`config.mk`:
```
export PLATFORM = sky130hd
export DESIGN_NAME = dic_ctrl
export DESIGN_NICKNAME = d
export VERILOG_FILES = /design/src/verilog/dic_pkg.sv /design/src/verilog/dic_src_if.sv /design/src/verilog/dic_src_cond.sv /design/src/verilog/dic_ctrl.sv
export SDC_FILE = /design/constraint.sdc
export NUM_CORES = 1
export LEC_CHECK = 0
export BUFFER_PORTS_ARGS = -buffer_cell sky130_fd_sc_hd__buf_2
export CORE_AREA = 2 2 101 103
export CTS_BUF_LIST = sky130_fd_sc_hd__clkbuf_2 sky130_fd_sc_hd__clkbuf_4 sky130_fd_sc_hd__clkbuf_8
export DETAILED_ROUTE_END_ITERATION = 12
export DIE_AREA = 0 0 103 105
export PLACE_DENSITY = 0.8
export SLEW_MARGIN = 40
export SYNTH_ARGS = -nofsm -noshare
export SYNTH_HDL_FRONTEND = slang
export SYNTH_SLANG_ARGS = --single-unit
```
`constraint.sdc`:
```
create_clock -name clk -period 1.9 [get_ports clk]
set_clock_uncertainty 0.2 [all_clocks]
set_input_delay 0.19 -clock clk [delete_from_list [all_inputs] [get_ports clk]]
set_output_delay 0.19 -clock clk [all_outputs]
set_load 0.01 [all_outputs]
```
`src/verilog/dic_pkg.sv`:
```
// Constants and register map shared by the dual level interrupt controller.
package dic_pkg;

  // ==========================================================================
  // Widths
  // ==========================================================================
  localparam int unsigned DW       = 32;
  localparam int unsigned ADDR_W   = 8;
  localparam int unsigned PERIPH_W = 21;
  localparam int unsigned EV_W     = 3;

  // ==========================================================================
  // Register byte offsets
  // ==========================================================================
  localparam logic [ADDR_W-1:0] OFS_NORMAL_RAW_STATUS    = 8'h00;
  localparam logic [ADDR_W-1:0] OFS_NORMAL_ENABLE_MASK   = 8'h04;
  localparam logic [ADDR_W-1:0] OFS_NORMAL_MASK_CLEAR    = 8'h08;
  localparam logic [ADDR_W-1:0] OFS_NORMAL_MASKED_STATUS = 8'h0c;
  localparam logic [ADDR_W-1:0] OFS_FAST_RAW_STATUS      = 8'h10;
  localparam logic [ADDR_W-1:0] OFS_FAST_ENABLE_MASK     = 8'h14;
  localparam logic [ADDR_W-1:0] OFS_FAST_MASK_CLEAR      = 8'h18;
  localparam logic [ADDR_W-1:0] OFS_FAST_MASKED_STATUS   = 8'h1c;
  localparam logic [ADDR_W-1:0] OFS_SOFTWARE_INT_CONFIG  = 8'h20;
  localparam logic [ADDR_W-1:0] OFS_EVENT_STATUS         = 8'h24;
  localparam logic [ADDR_W-1:0] OFS_EVENT_MASK           = 8'h28;

  // ==========================================================================
  // Source bit positions, common to every status and mask register except the event ones
  // ==========================================================================
  localparam int unsigned FAST_POS  = 0;
  localparam int unsigned SWI_POS   = 1;
  localparam int unsigned SRC_LO    = 2;
  localparam int unsigned SRC_HI    = 24;
  localparam int unsigned EXT_A_POS = 15;
  localparam int unsigned EXT_B_POS = 18;

  // Positions 2..24 are real sources; position 1 is never maskable.
  localparam logic [DW-1:0] SRC_MASK = 32'h01ff_fffc;

  // ==========================================================================
  // Software interrupt configuration fields
  // ==========================================================================
  localparam int unsigned SWI_CFG_NORMAL_BIT = 1;
  localparam int unsigned SWI_CFG_FAST_BIT   = 2;

  // ==========================================================================
  // Controller event bits (event status and event mask registers)
  // ==========================================================================
  localparam int unsigned EV_NORMAL_RISE = 0;
  localparam int unsigned EV_FAST_RISE   = 1;
  localparam int unsigned EV_EN_CONFLICT = 2;

  // ==========================================================================
  // Reset values
  // ==========================================================================
  localparam logic [DW-1:0]   EN_RESET   = 32'h0000_0000;
  localparam logic [DW-1:0]   WORD_ZERO  = 32'h0000_0000;
  localparam logic [1:0]      SWI_RESET  = 2'h0;
  localparam logic [EV_W-1:0] EV_RESET   = 3'h0;
  localparam logic [1:0]      SYNC_RESET = 2'h0;

endpackage

```
`src/verilog/dic_src_if.sv`:
```
// Source status vector passed from the source conditioner to the controller.
`timescale 1ns/1ns
interface dic_src_if;
  import dic_pkg::*;

  logic [DW-1:0] raw;

  modport drv  (output raw);
  modport sink (input  raw);
endinterface

```
`src/verilog/dic_src_cond.sv`:
```
// Source conditioner: synchronises the external request pins and places sources.
`timescale 1ns/1ns
module dic_src_cond
  import dic_pkg::*;
#(
  parameter int unsigned N_PERIPH = PERIPH_W
) (
  input  wire logic                clk,
  input  wire logic                rst_n,
  input  wire logic [N_PERIPH-1:0] periph_req,
  input  wire logic                ext_pin_a,
  input  wire logic                ext_pin_b,
  dic_src_if.drv                   src
);

  // ==========================================================================
  // State
  // ==========================================================================
  typedef struct packed {
    logic [1:0] s1;
    logic [1:0] s2;
  } dic_sync_s;

  dic_sync_s st_r;
  dic_sync_s st_nxt;

  // Pins are asynchronous to clk; only the second stage is ever looked at.
  always_comb begin
    st_nxt    = st_r;
    st_nxt.s1 = {ext_pin_b, ext_pin_a};
    st_nxt.s2 = st_r.s1;
  end

  always_ff @(posedge clk or negedge rst_n) begin
    if (!rst_n) begin
      st_r <= '{s1: SYNC_RESET, s2: SYNC_RESET};
    end else begin
      st_r <= st_nxt;
    end
  end

  // ==========================================================================
  // Placement of the sources onto their fixed bit positions
  // ==========================================================================
  always_comb begin
    int k;
    k       = 0;
    src.raw = WORD_ZERO;
    for (int p = SRC_LO; p <= SRC_HI; p++) begin
      if (p == EXT_A_POS) begin
        src.raw[p] = st_r.s2[0];
      end else if (p == EXT_B_POS) begin
        src.raw[p] = st_r.s2[1];
      end else if (k < N_PERIPH) begin
        src.raw[p] = periph_req[k];
        k          = k + 1;
      end
    end
  end

endmodule

```
`src/verilog/dic_ctrl.sv`:
```
// Dual level interrupt controller with APB register access.
//
// Functional notes
// Take 21 peripheral sources and two pins; drive normal and fast requests.
// All status, enable, clear and masked registers share one bit layout.
// Normal enable bit one lets its source request; zero masks it.
// Raw status follows the source level and is read-only.
// Writing ones to normal mask-clear clears those enable bits only.
// Normal masked status is raw status ANDed with normal enable.
// Normal request is the OR of all normal masked-status bits.
// No priority encoding or vector; software reads masked status.
// Fast level has its own raw, enable, clear and masked registers.
// Fast request ORs fast masked bits 31..1; bit 0 shows it.
// Setting a fast enable bit clears the same normal enable bit.
// Setting a normal enable bit clears the same fast enable bit.
// Programmed interrupts bypass the masks via the software config register.
// Software config bit 1 drives bit 1 of normal raw and masked.
// Software config bit 2 drives bit 1 of fast raw and masked.
// Bit 1 is inert in enable and mask-clear registers of both levels.
// Sources hold their request long enough to be seen.
// Requests are levels; enable masks reset to zero.
// Reserved and unused source bits read zero and ignore writes.
`timescale 1ns/1ns
module dic_ctrl
  import dic_pkg::*;
#(
  parameter int unsigned N_PERIPH = PERIPH_W
) (
  input  wire logic                clk,
  input  wire logic                rst_n,
  input  wire logic                psel,
  input  wire logic                penable,
  input  wire logic                pwrite,
  input  wire logic [ADDR_W-1:0]   paddr,
  input  wire logic [DW-1:0]       pwdata,
  output      logic [DW-1:0]       prdata,
  output      logic                pready,
  output      logic                pslverr,
  input  wire logic [N_PERIPH-1:0] periph_req,
  input  wire logic                ext_pin_a,
  input  wire logic                ext_pin_b,
  output      logic                normal_req,
  output      logic                fast_req,
  output      logic                evt_irq
);

  // ==========================================================================
  // State
  // ==========================================================================
  typedef struct packed {
    logic [DW-1:0]   src;
    logic [DW-1:0]   nen;
    logic [DW-1:0]   fen;
    logic [1:0]      software_interrupt_source;
    logic            nreq;
    logic            freq;
    logic [EV_W-1:0] evs;
    logic [EV_W-1:0] evm;
    logic [DW-1:0]   rdata;
    logic            err;
  } dic_state_s;

  dic_state_s st_r;
  dic_state_s st_nxt;

  // ==========================================================================
  // Source conditioning
  // ==========================================================================
  dic_src_if src_if ();

  dic_src_cond #(
    .N_PERIPH (N_PERIPH)
  ) u_src (
    .clk        (clk),
    .rst_n      (rst_n),
    .periph_req (periph_req),
    .ext_pin_a  (ext_pin_a),
    .ext_pin_b  (ext_pin_b),
    .src        (src_if.drv)
  );

  // ==========================================================================
  // Views shared by both levels
  // ==========================================================================
  // Raw view: live sources, the programmed bit and the fast request bit.
  function automatic logic [DW-1:0] raw_view(
    input logic [DW-1:0] src,
    input logic          software_interrupt_source,
    input logic          fq
  );
    logic [DW-1:0] v;
    v           = src & SRC_MASK;
    v[SWI_POS]  = software_interrupt_source;
    v[FAST_POS] = fq;
    return v;
  endfunction

  // Masked view: raw sources gated by the enable mask; bit 1 is never gated.
  function automatic logic [DW-1:0] masked_view(
    input logic [DW-1:0] src,
    input logic [DW-1:0] en,
    input logic          software_interrupt_source,
    input logic          fq
  );
    logic [DW-1:0] v;
    v           = src & en & SRC_MASK;
    v[SWI_POS]  = software_interrupt_source;
    v[FAST_POS] = fq;
    return v;
  endfunction

  // Enable mask update: set, clear and the cross-level side effect in one place.
  function automatic logic [DW-1:0] en_update(
    input logic [DW-1:0] cur,
    input logic [DW-1:0] set_own,
    input logic [DW-1:0] clr_own,
    input logic [DW-1:0] set_other
  );
    return ((cur | set_own) & ~clr_own & ~set_other) & SRC_MASK;
  endfunction

  // ==========================================================================
  // Bus phase decode
  // ==========================================================================
  logic          setup_ph;
  logic          wr_acc;
  logic          rd_acc;
  logic [DW-1:0] wr_val;
  logic [DW-1:0] set_n;
  logic [DW-1:0] clr_n;
  logic [DW-1:0] set_f;
  logic [DW-1:0] clr_f;

  assign setup_ph = psel & ~penable;
  assign wr_acc   = psel & penable & pwrite;
  assign rd_acc   = psel & penable & ~pwrite;

  // Bit 1 and every bit outside the source range are dropped before use.
  assign wr_val = pwdata & SRC_MASK;

  assign set_n = (wr_acc && paddr == OFS_NORMAL_ENABLE_MASK) ? wr_val : WORD_ZERO;
  assign clr_n = (wr_acc && paddr == OFS_NORMAL_MASK_CLEAR)  ? wr_val : WORD_ZERO;
  assign set_f = (wr_acc && paddr == OFS_FAST_ENABLE_MASK)   ? wr_val : WORD_ZERO;
  assign clr_f = (wr_acc && paddr == OFS_FAST_MASK_CLEAR)    ? wr_val : WORD_ZERO;

  // ==========================================================================
  // Current register views
  // ==========================================================================
  logic [DW-1:0] n_raw;
  logic [DW-1:0] n_msk;
  logic [DW-1:0] f_raw;
  logic [DW-1:0] f_msk;
  logic [DW-1:0] swi_word;
  logic [DW-1:0] evs_word;
  logic [DW-1:0] evm_word;

  assign n_raw = raw_view(st_r.src, st_r.software_interrupt_source[0], st_r.freq);
  assign f_raw = raw_view(st_r.src, st_r.software_interrupt_source[1], st_r.freq);
  assign n_msk = masked_view(st_r.src, st_r.nen, st_r.software_interrupt_source[0], st_r.freq);
  assign f_msk = masked_view(st_r.src, st_r.fen, st_r.software_interrupt_source[1], st_r.freq);

  always_comb begin
    swi_word                     = WORD_ZERO;
    swi_word[SWI_CFG_NORMAL_BIT] = st_r.software_interrupt_source[0];
    swi_word[SWI_CFG_FAST_BIT]   = st_r.software_interrupt_source[1];
    evs_word                     = WORD_ZERO;
    evs_word[EV_W-1:0]           = st_r.evs;
    evm_word                     = WORD_ZERO;
    evm_word[EV_W-1:0]           = st_r.evm;
  end

  // ==========================================================================
  // Next state
  // ==========================================================================
  logic            nreq_c;
  logic            freq_c;
  logic            conflict;
  logic [EV_W-1:0] ev;
  logic [EV_W-1:0] ev_clr;
  logic [DW-1:0]   n_msk_next;

  always_comb begin
    st_nxt = st_r;

    // Sources are sampled every cycle; raw status follows them.
    st_nxt.src = src_if.raw & SRC_MASK;

    // Enable masks.
    st_nxt.nen = en_update(st_r.nen, set_n, clr_n, set_f);
    st_nxt.fen = en_update(st_r.fen, set_f, clr_f, set_n);

    // Programmed interrupts are written directly, never through a mask.
    if (wr_acc && paddr == OFS_SOFTWARE_INT_CONFIG) begin
      st_nxt.software_interrupt_source[0] = pwdata[SWI_CFG_NORMAL_BIT];
      st_nxt.software_interrupt_source[1] = pwdata[SWI_CFG_FAST_BIT];
    end

    // Fast request: bits 31..1 of the fast masked view only.
    freq_c = |f_msk[DW-1:SWI_POS];

    // Normal request: all 32 masked bits, bit 0 carrying the fast request.
    n_msk_next           = n_msk;
    n_msk_next[FAST_POS] = freq_c;
    nreq_c               = |n_msk_next;

    st_nxt.nreq = nreq_c;
    st_nxt.freq = freq_c;

    // Controller events.
    conflict                = |(set_n & st_r.fen) | |(set_f & st_r.nen);
    ev                      = EV_RESET;
    ev[EV_NORMAL_RISE]      = nreq_c & ~st_r.nreq;
    ev[EV_FAST_RISE]        = freq_c & ~st_r.freq;
    ev[EV_EN_CONFLICT]      = conflict;

    // A read clears only what it returned, and a new event wins over it.
    ev_clr = EV_RESET;
    if (rd_acc && paddr == OFS_EVENT_STATUS) begin
      ev_clr = st_r.rdata[EV_W-1:0];
    end
    st_nxt.evs = (st_r.evs & ~ev_clr) | ev;

    if (wr_acc && paddr == OFS_EVENT_MASK) begin
      st_nxt.evm = pwdata[EV_W-1:0];
    end

    // Read data and error are prepared in the setup phase so that the access
    // phase can complete with no wait state.
    if (setup_ph) begin
      st_nxt.err = 1'b0;
      unique case (paddr)
        OFS_NORMAL_RAW_STATUS:    st_nxt.rdata = n_raw;
        OFS_NORMAL_ENABLE_MASK:   st_nxt.rdata = st_r.nen;
        OFS_NORMAL_MASK_CLEAR:    st_nxt.rdata = WORD_ZERO;
        OFS_NORMAL_MASKED_STATUS: st_nxt.rdata = n_msk_next;
        OFS_FAST_RAW_STATUS:      st_nxt.rdata = f_raw;
        OFS_FAST_ENABLE_MASK:     st_nxt.rdata = st_r.fen;
        OFS_FAST_MASK_CLEAR:      st_nxt.rdata = WORD_ZERO;
        OFS_FAST_MASKED_STATUS:   st_nxt.rdata = f_msk;
        OFS_SOFTWARE_INT_CONFIG:  st_nxt.rdata = swi_word;
        OFS_EVENT_STATUS:         st_nxt.rdata = evs_word;
        OFS_EVENT_MASK:           st_nxt.rdata = evm_word;
        default: begin
          st_nxt.rdata = WORD_ZERO;
          st_nxt.err   = 1'b1;
        end
      endcase
    end
  end

  // ==========================================================================
  // Registers
  // ==========================================================================
  always_ff @(posedge clk or negedge rst_n) begin
    if (!rst_n) begin
      st_r.src   <= WORD_ZERO;
      st_r.nen   <= EN_RESET;
      st_r.fen   <= EN_RESET;
      st_r.software_interrupt_source   <= SWI_RESET;
      st_r.nreq  <= 1'b0;
      st_r.freq  <= 1'b0;
      st_r.evs   <= EV_RESET;
      st_r.evm   <= EV_RESET;
      st_r.rdata <= WORD_ZERO;
      st_r.err   <= 1'b0;
    end else begin
      st_r <= st_nxt;
    end
  end

  // ==========================================================================
  // Outputs
  // ==========================================================================
  // The slave never inserts wait states.
  assign pready  = 1'b1;
  assign prdata  = st_r.rdata;
  assign pslverr = psel & penable & st_r.err;

  assign normal_req = st_r.nreq;
  assign fast_req   = st_r.freq;
  assign evt_irq    = |(st_r.evs & st_r.evm);

  // Sources that pulse high only between two clock edges are never sampled and are lost; the
  // peripherals are expected to hold their lines until serviced.
  // Path: pin to request is four edges, peripheral line to request two.

endmodule

```
## Word level (Yosys, flattened, before mapping)

Index checks and enable logic that the tools add are counted.

- Equal/unequal tests: 10
- Multiplexer cells: 7
- Bitwise operators: 30
- Reduce and logical (&&, ||, !) cells: 14

Operators by type and width:

| kind | count |
|---|---|
| 25-bit case mux with 9 select lines | 1 |
| 25-bit bitwise AND | 8 |
| 25-bit 2-to-1 mux | 4 |
| 25-bit inverter | 4 |
| 32-bit OR reduction | 2 |
| 25-bit bitwise OR | 2 |
| 48-bit OR reduction | 1 |
| 8-bit by 5-bit equality test with 1-bit output (second input constant) | 4 |
| 8-bit by 6-bit equality test with 1-bit output (second input constant) | 3 |
| 24-bit OR reduction | 1 |
| 8-bit by 4-bit equality test with 1-bit output (second input constant) | 2 |
| 11-bit OR reduction | 1 |
| 8-bit by 3-bit equality test with 1-bit output (second input constant) | 1 |
| 8-bit zero test | 1 |
| 1-bit bitwise AND | 7 |
| 1-bit logical AND | 7 |
| 3-bit bitwise AND | 2 |
| 1-bit inverter | 4 |
| 3-bit 2-to-1 mux | 1 |
| 3-bit inverter | 1 |
| 3-bit bitwise OR | 1 |
| 3-bit OR reduction | 1 |
| 1-bit 2-to-1 mux | 1 |
| 1-bit bitwise OR | 1 |

- Register bits: 116
- Bits of input ports: 68
- Word-level logic and storage cells: 73

## Depth between registers and ports, before layout

Gate-level depths: netlist (run 1).

- Word-level depth: 8
- Depth in mapped cells: 7
- Mapped depth without buffers: 5

## Cells and area by module

Synthesis (run 1) repeated with hierarchy kept, for this count alone.

- Cells, all modules: 572
- Area, all modules: 5,746.8 µm²

Modules (own cells, without submodules):

| module | instances | cells an instance | area each (µm²) | sequential area each (µm²) |
|---|---|---|---|---|
| dic_ctrl | 1 | 537 | 5,417.7 | 2,627.5 |
| dic_src_cond | 1 | 35 | 329.1 | 100.1 |

## Worst setup path before layout (run 1)

No wires, ideal clock.

- Kind: in2reg
- From: input paddr[7]
- To: register st_r, in the netlist f_msk[1]
- Library setup time: 125 ps
- Data arrival time: 1,881 ps
- Data required time: 1,575 ps
- Setup slack: -306 ps
- Cell stages on the path: 4
- Buffers on the path: 0
- Cells stage by stage: or4_4 > or3b_4 > or4_4 > mux2_4

- Longest elaborated chain between the ends: 2

RTL lines:

| item | RTL line | RTL |
|---|---|---|
| start, declared | dic_ctrl.sv:34 | `input wire logic [ADDR_W-1:0] paddr,` |
| 8-bit by 6-bit equality test with 1-bit output | dic_ctrl.sv:193 | `if (wr_acc && paddr == OFS_SOFTWARE_INT_CONFIG) begin` |
| 1-bit logical AND | dic_ctrl.sv:193 |  |
| end signal, assigned | dic_ctrl.sv:267 | `st_r <= st_nxt;` |
| end, declared | dic_ctrl.sv:63 | `dic_state_s st_r;` |

Every way passes these cells.
A chain may end at the register's enable or synchronous reset.

## Worst setup path in the final report (run 1)

Same ends and word-level chain as after synthesis.

==> results.py, run 1 <==
metrics = {
    "outcome": {
        "outcome": "complete, but fails checks",
        "violations": "negative setup slack",
    },
    "synthesis": {
        "seq_area_frac_synth": 0.504,
        "yosys.cell_types.count": 48,
        "netlist_area_um2": 5410,
        "yosys_warnings": 0,
        "synth_ff_type": "dfrtp_1",
        "synth-seq-cells": 109,
        "syn_area_per_cell_um2": 10.0,
        "synthArstFlopShare": 1.00,
        "synth_edf_count": 0,
        "synth_cells": 539,
    },
    "timing": {
        "fin_crit_ns": 1.90,
        "fin_crit_sh": 1.00,
        "max_slew.worst_pin.slew_ns": 0.601,
        "hold_viol": 0,
        "slew-limit-headroom": 0.598,
        "fmax_mhz": 526,
        "finalSetupViolCount": 2,
        "drv_slew": 0,
        "tns_ns": -0.00114,
        "holdWs_ns": 0.127,
        "setup_slack_ns": -0.000912,
        "grt_setup_unrepaired": "true",
    },
    "floorplan": {
        "design.core.area_um2": 9640,
        "start_util": 0.562,
        "die_area_um2": 10800,
        "io_pins": 105,
        "die_x_um": 103,
        "rows": 36,
        "die_height_um": 105,
    },
    "cts": {
        "htree_levels": 3,
        "clockBufferDepth": 2,
        "clock_sinks": 109,
        "cts_setup_buffers": 0,
        "clk_pin_slew_ns": 0.10,
        "tritoncts": "done",
        "root_buffer": "clkbuf_8",
        "cts_made_buffers": 9,
        "clk-insertion-delay-late_ns": 0.38,
    },
    "pwr": {
        "power.switching_uw": 1200,
        "p_leak_uw": 0.00321,
        "p_comb_frac": 0.119,
        "p_clk_frac": 0.320,
        "p_total_uw": 4370,
        "power_frac_seq": 0.561,
        "ir_drop_uv": 464,
        "p_per_area_nw_per_um2": 615,
        "swShare": 0.274,
        "p_int_uw": 3170,
    },
    "routing": {
        "wl_mm": 17.5,
        "drt_iter0_drc": 748,
        "ant_nets": 0,
        "avgRoutedWirePerCell_um": 20.9,
        "drt-vias-per-instance": 6.46,
        "vias": 5409,
        "drt-pass1-iter-count": 7,
        "drc": 0,
    },
    "layout": {
        "final_area_um2": 7100,
        "diodes": 0,
        "fill_cells": 688,
        "area_growth_pct": 31.1,
        "final_common_cell": "dfrtp_1",
        "fin_nets": 767,
        "final_cell_mix": "106 x dfrtp_1, 98 x a21oi_1, 86 x buf_2",
        "stdcell_count": 837,
        "drive_gt1_frac": 0.286,
    },
    "placement": {
        "dp.cells": 771,
        "portBuffers": 89,
        "post_dp_cell_area_um2": 6370,
        "hpwl_mm": 12.4,
        "gp_congestion": 1.01,
    },
    "global_routing": {
        "grt_antenna_before_repair": 0,
        "grt_pass1_wl_mm": 27.1,
        "met1_usage": 0.477,
        "grt_use_met3": 0.0756,
        "grt-ovfl-total": 0,
        "grt_pass1_vias": 5067,
        "top_usage_layer": "met1",
        "use_met2": 0.475,
        "gr-usage-all-layers": 0.330,
        "grt_start_max_net_pins": 67,
    },
    "worst_setup_path": {
        "crit_top_cell": "or4_4",
        "crit_type": "input port to register",
        "arrival_ns": 1.96,
        "cp-end-kind": "register",
        "path_max_fanout": 2,
        "worst_ep_required_time_ns": 1.96,
        "startpoint_type": "input port",
        "cp_slowest_stage_delay_ns": 0.53,
        "critical-path-slowest-cell": "or4_4",
        "crit_chain": "buf_6, or4_4, or3b_4, or4_4, mux2_4",
    },
    "run": {
        "drv_cap": 0,
    },
    "min_path": {
        "hp-class": "input port to asynchronous set/reset pin",
    },
}
==> final timing paths <==
path                                  from           endpoint  slack (ns)  cells after the start
max in group asynchronous            rst_n    u_src.st_nxt[1]        0.91                      3
min in group clk                  paddr[2]           n_msk[1]        0.14                      4
hold reg to reg            u_src.st_nxt[1]  u_src.src.raw[18]        0.16                      0
hold / removal                       rst_n  u_src.src.raw[18]        0.13                      3
setup / recovery                  paddr[7]           f_msk[1]     -0.0009                      5
setup reg to reg                  f_raw[5]        evs_word[0]        0.01                      5
==> logic make-up (layout without fill, tap and decap cells) <==
| group | Yosys count | in the layout | synth area share |
|---|---|---|---|
| flops | 109 | 109 | 0.504 |
| other cells | 2 | 8 | 0.00139 |
| xor+xnor | 1 | 1 | 0.00162 |
| simple gates | 133 | 133 | 0.133 |
| mux | 6 | 6 | 0.0136 |
| compound gates | 222 | 222 | 0.276 |
| buf+inv | 66 | 225 | 0.0700 |
==> power groups by stage <==
stage                     logic [uW]  registers, uW  clock network [uW]
after floorplan                  165           2470                   0
after global placement           412           2490                   0
after detailed placement         426           2490                   0
after CTS                        507           2450                1410
after global routing             562           2460                1500
final                            519           2450                1400
==> synthesized netlist by cell type (7+ instances only) <==
cell | n | area share
a21oi_1 | 98 | 0.091
a22o_1 | 30 | 0.049
a22oi_1 | 20 | 0.028
a32oi_1 | 21 | 0.034
buf_4 | 33 | 0.046
clkbuf_1 | 23 | 0.016
dfrtp_1 | 109 | 0.50
nand2_1 | 58 | 0.040
nand2b_1 | 23 | 0.027
nand3_1 | 7 | 0.0065
nand4_1 | 9 | 0.010
o211ai_1 | 21 | 0.029
o21ai_0 | 8 | 0.0074
==> layer usage <==
| layer | vias to the layer above | wire length, um |
|---|---|---|
| met5 | - | 0 |
| met4 | 0 | 775 |
| met3 | 88 | 2160 |
| met2 | 442 | 7730 |
| met1 | 2536 | 6840 |
| li1 | 2343 | - |
==> state kept, by name, summed over array words and instances (netlist names) <==
| name | cells |
|---|---|
| st_r | 47 |
| prdata | 25 |
| f_raw | 23 |
| evm_word | 3 |
| evs_word | 3 |
| u_src.src.raw | 2 |
| u_src.st_nxt | 2 |
| f_msk | 1 |
| fast_req | 1 |
| n_msk | 1 |
| normal_req | 1 |
==> per-stage QoR <==
step / utilization / setup slack, ns
2_1_floorplan: - / -0.306
5_1_grt: 0.736 / -0.0104
3_3_place_gp: 0.661 / -0.376
4_1_cts: 0.735 / 0.00393
3_5_place_dp: 0.661 / -0.400
6_report: 0.736 / -0.000912
==> critical path, delay by kind of cell <==
kind	cells	cell delay (ns)
mux	1	0.31
simple gates	3	1.37
buf+inv	1	0.09
==> final cells by class <==
type                       instances  area, um^2  area share
clock buffer                      10         138      0.0194
clock inverter                     6        62.6     0.00881
inverter                           3        11.3     0.00159
multi-input combinational        370        2420       0.342
sequential                       109        2730       0.385
tap                              133         166      0.0234
timing repair buffer             206        1560       0.220
==> what timing repair did <==
| item | 4_1_cts | 5_1_grt |
|---|---|---|
| hold buffers | 50 | 0 |
| pin swaps | 0 | 3 |
| endpoints found under the setup margin | 3 | 8 |
| endpoints found under the hold margin | 180 | 0 |
| gates resized for setup | 3 | 6 |
(Power assumes the default switching activity.)
==> inputs of run 2 (changes only) <==
--- a/config.mk
+++ b/config.mk
@@ -10,7 +10,7 @@
 export CTS_BUF_LIST = sky130_fd_sc_hd__clkbuf_2 sky130_fd_sc_hd__clkbuf_4 sky130_fd_sc_hd__clkbuf_8
 export DETAILED_ROUTE_END_ITERATION = 12
 export DIE_AREA = 0 0 103 105
-export PLACE_DENSITY = 0.8
+export PLACE_DENSITY = 0.76
 export SLEW_MARGIN = 40
 export SYNTH_ARGS = -nofsm -noshare
 export SYNTH_HDL_FRONTEND = slang
==> run 2 against run 1 <==
The run now ends clean; combinational power grew 2%; via count fell by 2.1%; critical path depth stayed put; clock-buffer cell count is the same; highest routed layer unchanged; total power grew 2.6%; first-iteration DRC count down 18%; sequential share of layout area down 0.23 points; cell count grew 0.36%; setup slack better by 0.019 ns.
==> results.py, run 2 (synthesis results as in run 1) <==
metrics = {
    "routing": {
        "wl_met2_mm": 8.02,
        "ant_nets": 0,
        "avgRoutedWirePerCell_um": 21.2,
        "drt-vias-per-instance": 6.30,
        "wl_mm": 17.8,
        "wl_met1_mm": 7.26,
        "drt_iter0_drc": 615,
        "drc": 0,
        "highest_layer": "met4",
        "wl_met3_mm": 2.09,
        "drt-pass1-iter-count": 5,
        "vias": 5296,
    },
    "timing": {
        "fin_crit_sh": 0.990,
        "grt_setup_unrepaired": "false",
        "max_slew.worst_pin.slew_ns": 0.596,
        "finalSetupViolCount": 0,
        "slew-limit-headroom": 0.601,
        "drv_slew": 0,
        "fmax_mhz": 531,
        "fin_crit_ns": 1.88,
        "hold_viol": 0,
    },
    "global_routing": {
        "grt_pass1_vias": 5059,
        "gr-usage-all-layers": 0.345,
        "grt_start_max_net_pins": 36,
        "grt_antenna_before_repair": 0,
        "grt-ovfl-total": 0,
        "grt_pass1_wl_mm": 27.7,
    },
    "cts": {
        "clk_pin_slew_ns": 0.10,
        "cts_made_buffers": 9,
        "clk-insertion-delay-late_ns": 0.41,
        "htree_levels": 3,
        "clock_sinks": 109,
        "tritoncts": "done",
        "root_buffer": "clkbuf_8",
        "clockBufferDepth": 2,
    },
    "layout": {
        "multi_input_comb_area_um2": 2440,
        "fill_cells": 725,
        "register_area_um2": 2730,
        "final_cell_mix": "106 x dfrtp_1, 98 x a21oi_1, 88 x buf_2",
        "final_util": 0.741,
        "largest_register_ffs": 47,
        "final_area_um2": 7140,
        "drive_gt1_frac": 0.293,
        "area_growth_pct": 31.9,
        "diodes": 0,
        "regMostFlops": "st_r",
        "final_common_cell": "dfrtp_1",
        "fin_nets": 771,
    },
    "pwr": {
        "p_per_area_nw_per_um2": 627,
        "p_leak_uw": 0.00324,
        "power.switching_uw": 1190,
        "power_frac_seq": 0.547,
        "p_comb_frac": 0.118,
        "ir_drop_uv": 566,
        "p_clk_frac": 0.335,
        "swShare": 0.267,
        "p_int_uw": 3280,
    },
    "placement": {
        "post_dp_cell_area_um2": 6410,
        "gp_congestion": 0.961,
        "portBuffers": 89,
        "hpwl_mm": 12.7,
    },
    "floorplan": {
        "io_pins": 105,
        "die_x_um": 103,
        "start_util": 0.562,
        "die_height_um": 105,
        "rows": 36,
        "design.core.area_um2": 9640,
        "die_area_um2": 10800,
    },
    "worst_setup_path": {
        "crit_chain": "buf_2, or4_4, or3b_4, or4_4, mux2_4",
        "crit_type": "input port to register",
        "critical-path-slowest-cell": "or4_4",
        "cp-end-kind": "register",
        "worst_ep_required_time_ns": 2.00,
        "cp_slowest_stage_delay_ns": 0.53,
        "startpoint_type": "input port",
        "path_max_fanout": 2,
        "arrival_ns": 1.98,
        "crit_top_cell": "or4_4",
    },
    "outcome": {
        "outcome": "finished, final reports clean",
    },
    "min_path": {
        "hp-class": "input port to asynchronous set/reset pin",
    },
    "run": {
        "drv_cap": 0,
    },
}
run 2: stage by stage:
| step | hold slack (ns) | worst slack, ns | total power [uW] | setup TNS, ns | cells |
|---|---|---|---|---|---|
| 3_3_place_gp | -0.0383 | -0.376 | 2910 | -14.47 | 775 |
| 2_1_floorplan | -0.306 | -0.306 | 2640 | -2.05 | 545 |
| 3_5_place_dp | -0.0346 | -0.392 | 2920 | -17.91 | 775 |
| 5_1_grt | 0.0880 | 0.00340 | 4630 | 0 | 840 |
| 6_report | 0.0662 | 0.0185 | 4480 | 0 | 840 |
| 4_1_cts | 0.0779 | 0.00116 | 4480 | 0 | 840 |
run 2: cell type report:
class / instances / share of cell area
inverter: 3 / 0.00158
tap: 133 / 0.0233
sequential: 109 / 0.383
clock buffer: 10 / 0.0193
multi-input combinational: 370 / 0.341
clock inverter: 5 / 0.00929
timing repair buffer: 210 / 0.223
run 2: critical path: cells and delay by family:
family	cells	cell delay (ns)
buf+inv	1	0.11
mux	1	0.31
simple gates	3	1.37
run 2: path summary, 6_finish.rpt:
check                      cells past startpoint  slack (ns)           endpoint             from
max                                            5        0.02           f_msk[1]         paddr[7]
min                                            2        0.07         normal_req            rst_n
max reg2reg                                    5        0.04        evs_word[0]         f_raw[5]
min reg2reg                                    0        0.16  u_src.src.raw[18]  u_src.st_nxt[1]
max in group asynchronous                      3        0.85           st_r[57]            rst_n
min in group clk                               4        0.11           n_msk[1]         paddr[2]
run 2: power by group through the flow:
stage | Sequential, uW | Combinational [uW] | Clock [uW]
after detailed placement | 2490 | 431 | 0
after global routing | 2460 | 578 | 1600
final | 2450 | 529 | 1500
after global placement | 2490 | 420 | 0
after floorplan | 2470 | 165 | 0
after CTS | 2450 | 518 | 1510
run 2: routing by layer:
metal,vias to the layer above,global-route usage
li1,2353,-
met1,2552,0.501
met2,350,0.499
met3,41,0.110
met4,0,0.0921
met5,-,0
run 2: repair_timing:
item / 4_1_cts / 5_1_grt
setup buffers: 1 / 0
setup endpoints to repair: 1 / 4
gates cloned: 0 / 0
pin swaps: 2 / 5
hold endpoints to repair: 181 / 0
resized for setup: 2 / 6
hold buffers: 49 / 0
==> inputs of run 3 (changes only) <==
--- a/config.mk
+++ b/config.mk
@@ -11,6 +11,7 @@
 export DETAILED_ROUTE_END_ITERATION = 12
 export DIE_AREA = 0 0 103 105
 export PLACE_DENSITY = 0.76
+export RECOVER_POWER = 50
 export SLEW_MARGIN = 40
 export SYNTH_ARGS = -nofsm -noshare
 export SYNTH_HDL_FRONTEND = slang
==> constraint.sdc (replaced) <==
create_clock -name clk -period 1.75 [get_ports clk]
set_clock_uncertainty 0.2 [all_clocks]
set_input_delay 0.175 -clock clk [delete_from_list [all_inputs] [get_ports clk]]
set_output_delay 0.175 -clock clk [all_outputs]
set_load 0.01 [all_outputs]
==> run 3 against run 2 <==
The run now ends with negative setup slack left; sequential power increased by 8.6%; die area unchanged; design area up 10%; setup slack worse by 0.14 ns; critical path type is now register to register; largest power group unchanged.
==> results.py, run 3 (synthesis results as in run 1) <==
metrics = {
    "outcome": {
        "outcome": "complete, but fails checks",
        "violations": "negative setup slack",
    },
    "routing": {
        "drt-pass1-iter-count": 7,
        "drc": 0,
        "avgRoutedWirePerCell_um": 22.2,
        "wl_mm": 19.9,
        "vias": 5707,
        "drt_iter0_drc": 740,
        "ant_nets": 0,
        "drt-vias-per-instance": 6.39,
    },
    "layout": {
        "diodes": 0,
        "final_common_cell": "dfrtp_1",
        "drive_gt1_frac": 0.412,
        "final_util": 0.815,
        "area_growth_pct": 45.2,
        "stdcell_count": 893,
        "final_cell_mix": "106 x dfrtp_1, 102 x buf_4, 84 x buf_2",
        "largest_register_ffs": 47,
        "fin_nets": 823,
        "regMostFlops": "st_r",
    },
    "worst_setup_path": {
        "path_max_fanout": 2,
        "crit_family": "compound AO/OA/AOI/OAI gates",
        "worst_ep_required_time_ns": 1.82,
        "arrival_ns": 1.95,
        "crit_chain": "a22o_1, a221oi_2, and3_1, nand4_1, a22o_1",
        "cp-end-kind": "register",
        "crit_type": "register to register",
        "cp.buffers_inverters": 0,
        "startpoint_type": "register",
        "cp_slowest_stage_delay_ns": 0.43,
        "critical-path-slowest-cell": "dfrtp_1",
        "crit_top_cell": "a22o_1",
        "reg2reg_depth": 5,
        "crit_cells": 5,
    },
    "global_routing": {
        "grt_start_max_net_pins": 41,
        "grt-ovfl-total": 0,
        "grt_pass1_vias": 5305,
        "grt_pass1_wl_mm": 28.9,
        "grt_antenna_before_repair": 0,
        "gr-usage-all-layers": 0.357,
    },
    "floorplan": {
        "die_x_um": 103,
        "design.core.area_um2": 9640,
        "die_area_um2": 10800,
        "rows": 36,
        "start_util": 0.562,
        "die_height_um": 105,
        "io_pins": 105,
    },
    "placement": {
        "hpwl_mm": 13.8,
        "dp.cells": 815,
        "gp_congestion": 0.951,
        "dp_worst_setup_slack_ns": -0.526,
        "portBuffers": 89,
    },
    "run": {
        "drv_cap": 0,
    },
    "min_path": {
        "hp-class": "input port to register",
        "holdPathStages": 4,
    },
    "timing": {
        "grt_setup_unrepaired": "true",
        "fin_crit_sh": 1.07,
        "setup_slack_ns": -0.124,
        "hold_viol": 0,
        "holdWs_ns": 0.146,
        "slew-limit-headroom": 0.368,
        "max_slew.worst_pin.slew_ns": 0.948,
        "fmax_mhz": 534,
        "fin_crit_ns": 1.87,
        "tns_ns": -0.470,
        "finalSetupViolCount": 12,
        "drv_slew": 0,
    },
    "cts": {
        "clk_pin_slew_ns": 0.10,
        "root_buffer": "clkbuf_8",
        "tritoncts": "done",
        "clockBufferDepth": 2,
        "htree_levels": 3,
        "clk-insertion-delay-late_ns": 0.39,
        "cts_made_buffers": 9,
        "clock_sinks": 109,
    },
    "pwr": {
        "ir_drop_uv": 459,
        "p_per_area_nw_per_um2": 633,
        "p_leak_uw": 0.00357,
    },
}
-- run 3: changes by cell type in the layout (fill, tap and decap cells not counted), sizes merged --
| cell | before | now |
|---|---|---|
| buf | 161 | 203 |
| clkbuf | 10 | 20 |
| dlygate4sd3 | 49 | 50 |
-- run 3: routing by layer --
metal  vias to the layer above  wire (um)  GRT usage
met5                         -          0          0
met4                         0        908      0.136
met3                        83       2410     0.0823
met2                       439       8600      0.503
met1                      2732       7930      0.533
li1                       2453          -          -
-- run 3: layout make-up --
type / count / area, um^2
Clock buffer: 11 / 151
Fill cell: 572 / 1780
Multi-Input combinational cell: 370 / 2690
Sequential cell: 109 / 2730
Timing Repair Buffer: 262 / 2040
Tap cell: 133 / 166
Inverter: 3 / 11.3
Clock inverter: 5 / 66.3
-- run 3: power breakdown --
| part | internal (uW) | switching (uW) | total, uW |
|---|---|---|---|
| sequential | 2580 | 72.3 | 2660 |
| clock | 758 | 886 | 1640 |
| combinational | 317 | 360 | 677 |
| total | 3660 | 1320 | 4980 |
-- run 3: tightest hold or removal path, cell delays in order --
cell     delay [ns]
buf_2          0.11
buf_4          0.18
a21oi_1        0.14
o21ai_0        0.08
-- run 3: final timing paths --
check / startpoint / end / slack [ns]
min reg2reg: u_src.st_nxt[1] / u_src.src.raw[18] / 0.16
min: paddr[5] / st_r[0] / 0.15
max in group asynchronous: rst_n / f_raw[10] / 0.20
max: st_r[48] / evs_word[0] / -0.12
min in group asynchronous: rst_n / st_r[92] / 0.34
max reg2reg: st_r[48] / evs_word[0] / -0.12
-- run 3: timing repair --
item / in CTS / in global routing
resized for setup: 10 / 19
hold endpoints to repair: 181 / 0
buffers inserted: 3 / 6
setup endpoints to repair: 29 / 68
pin swaps: 5 / 17
cloned: 0 / 4
hold buffers: 50 / 0
-- run 3: per-stage QoR --
stage,instance area (um^2),power [uW]
after floorplan,5790,2880
after global routing,7860,5140
final,7860,4980
after detailed placement,6920,3240
after CTS,7700,4950
after global placement,6920,3220
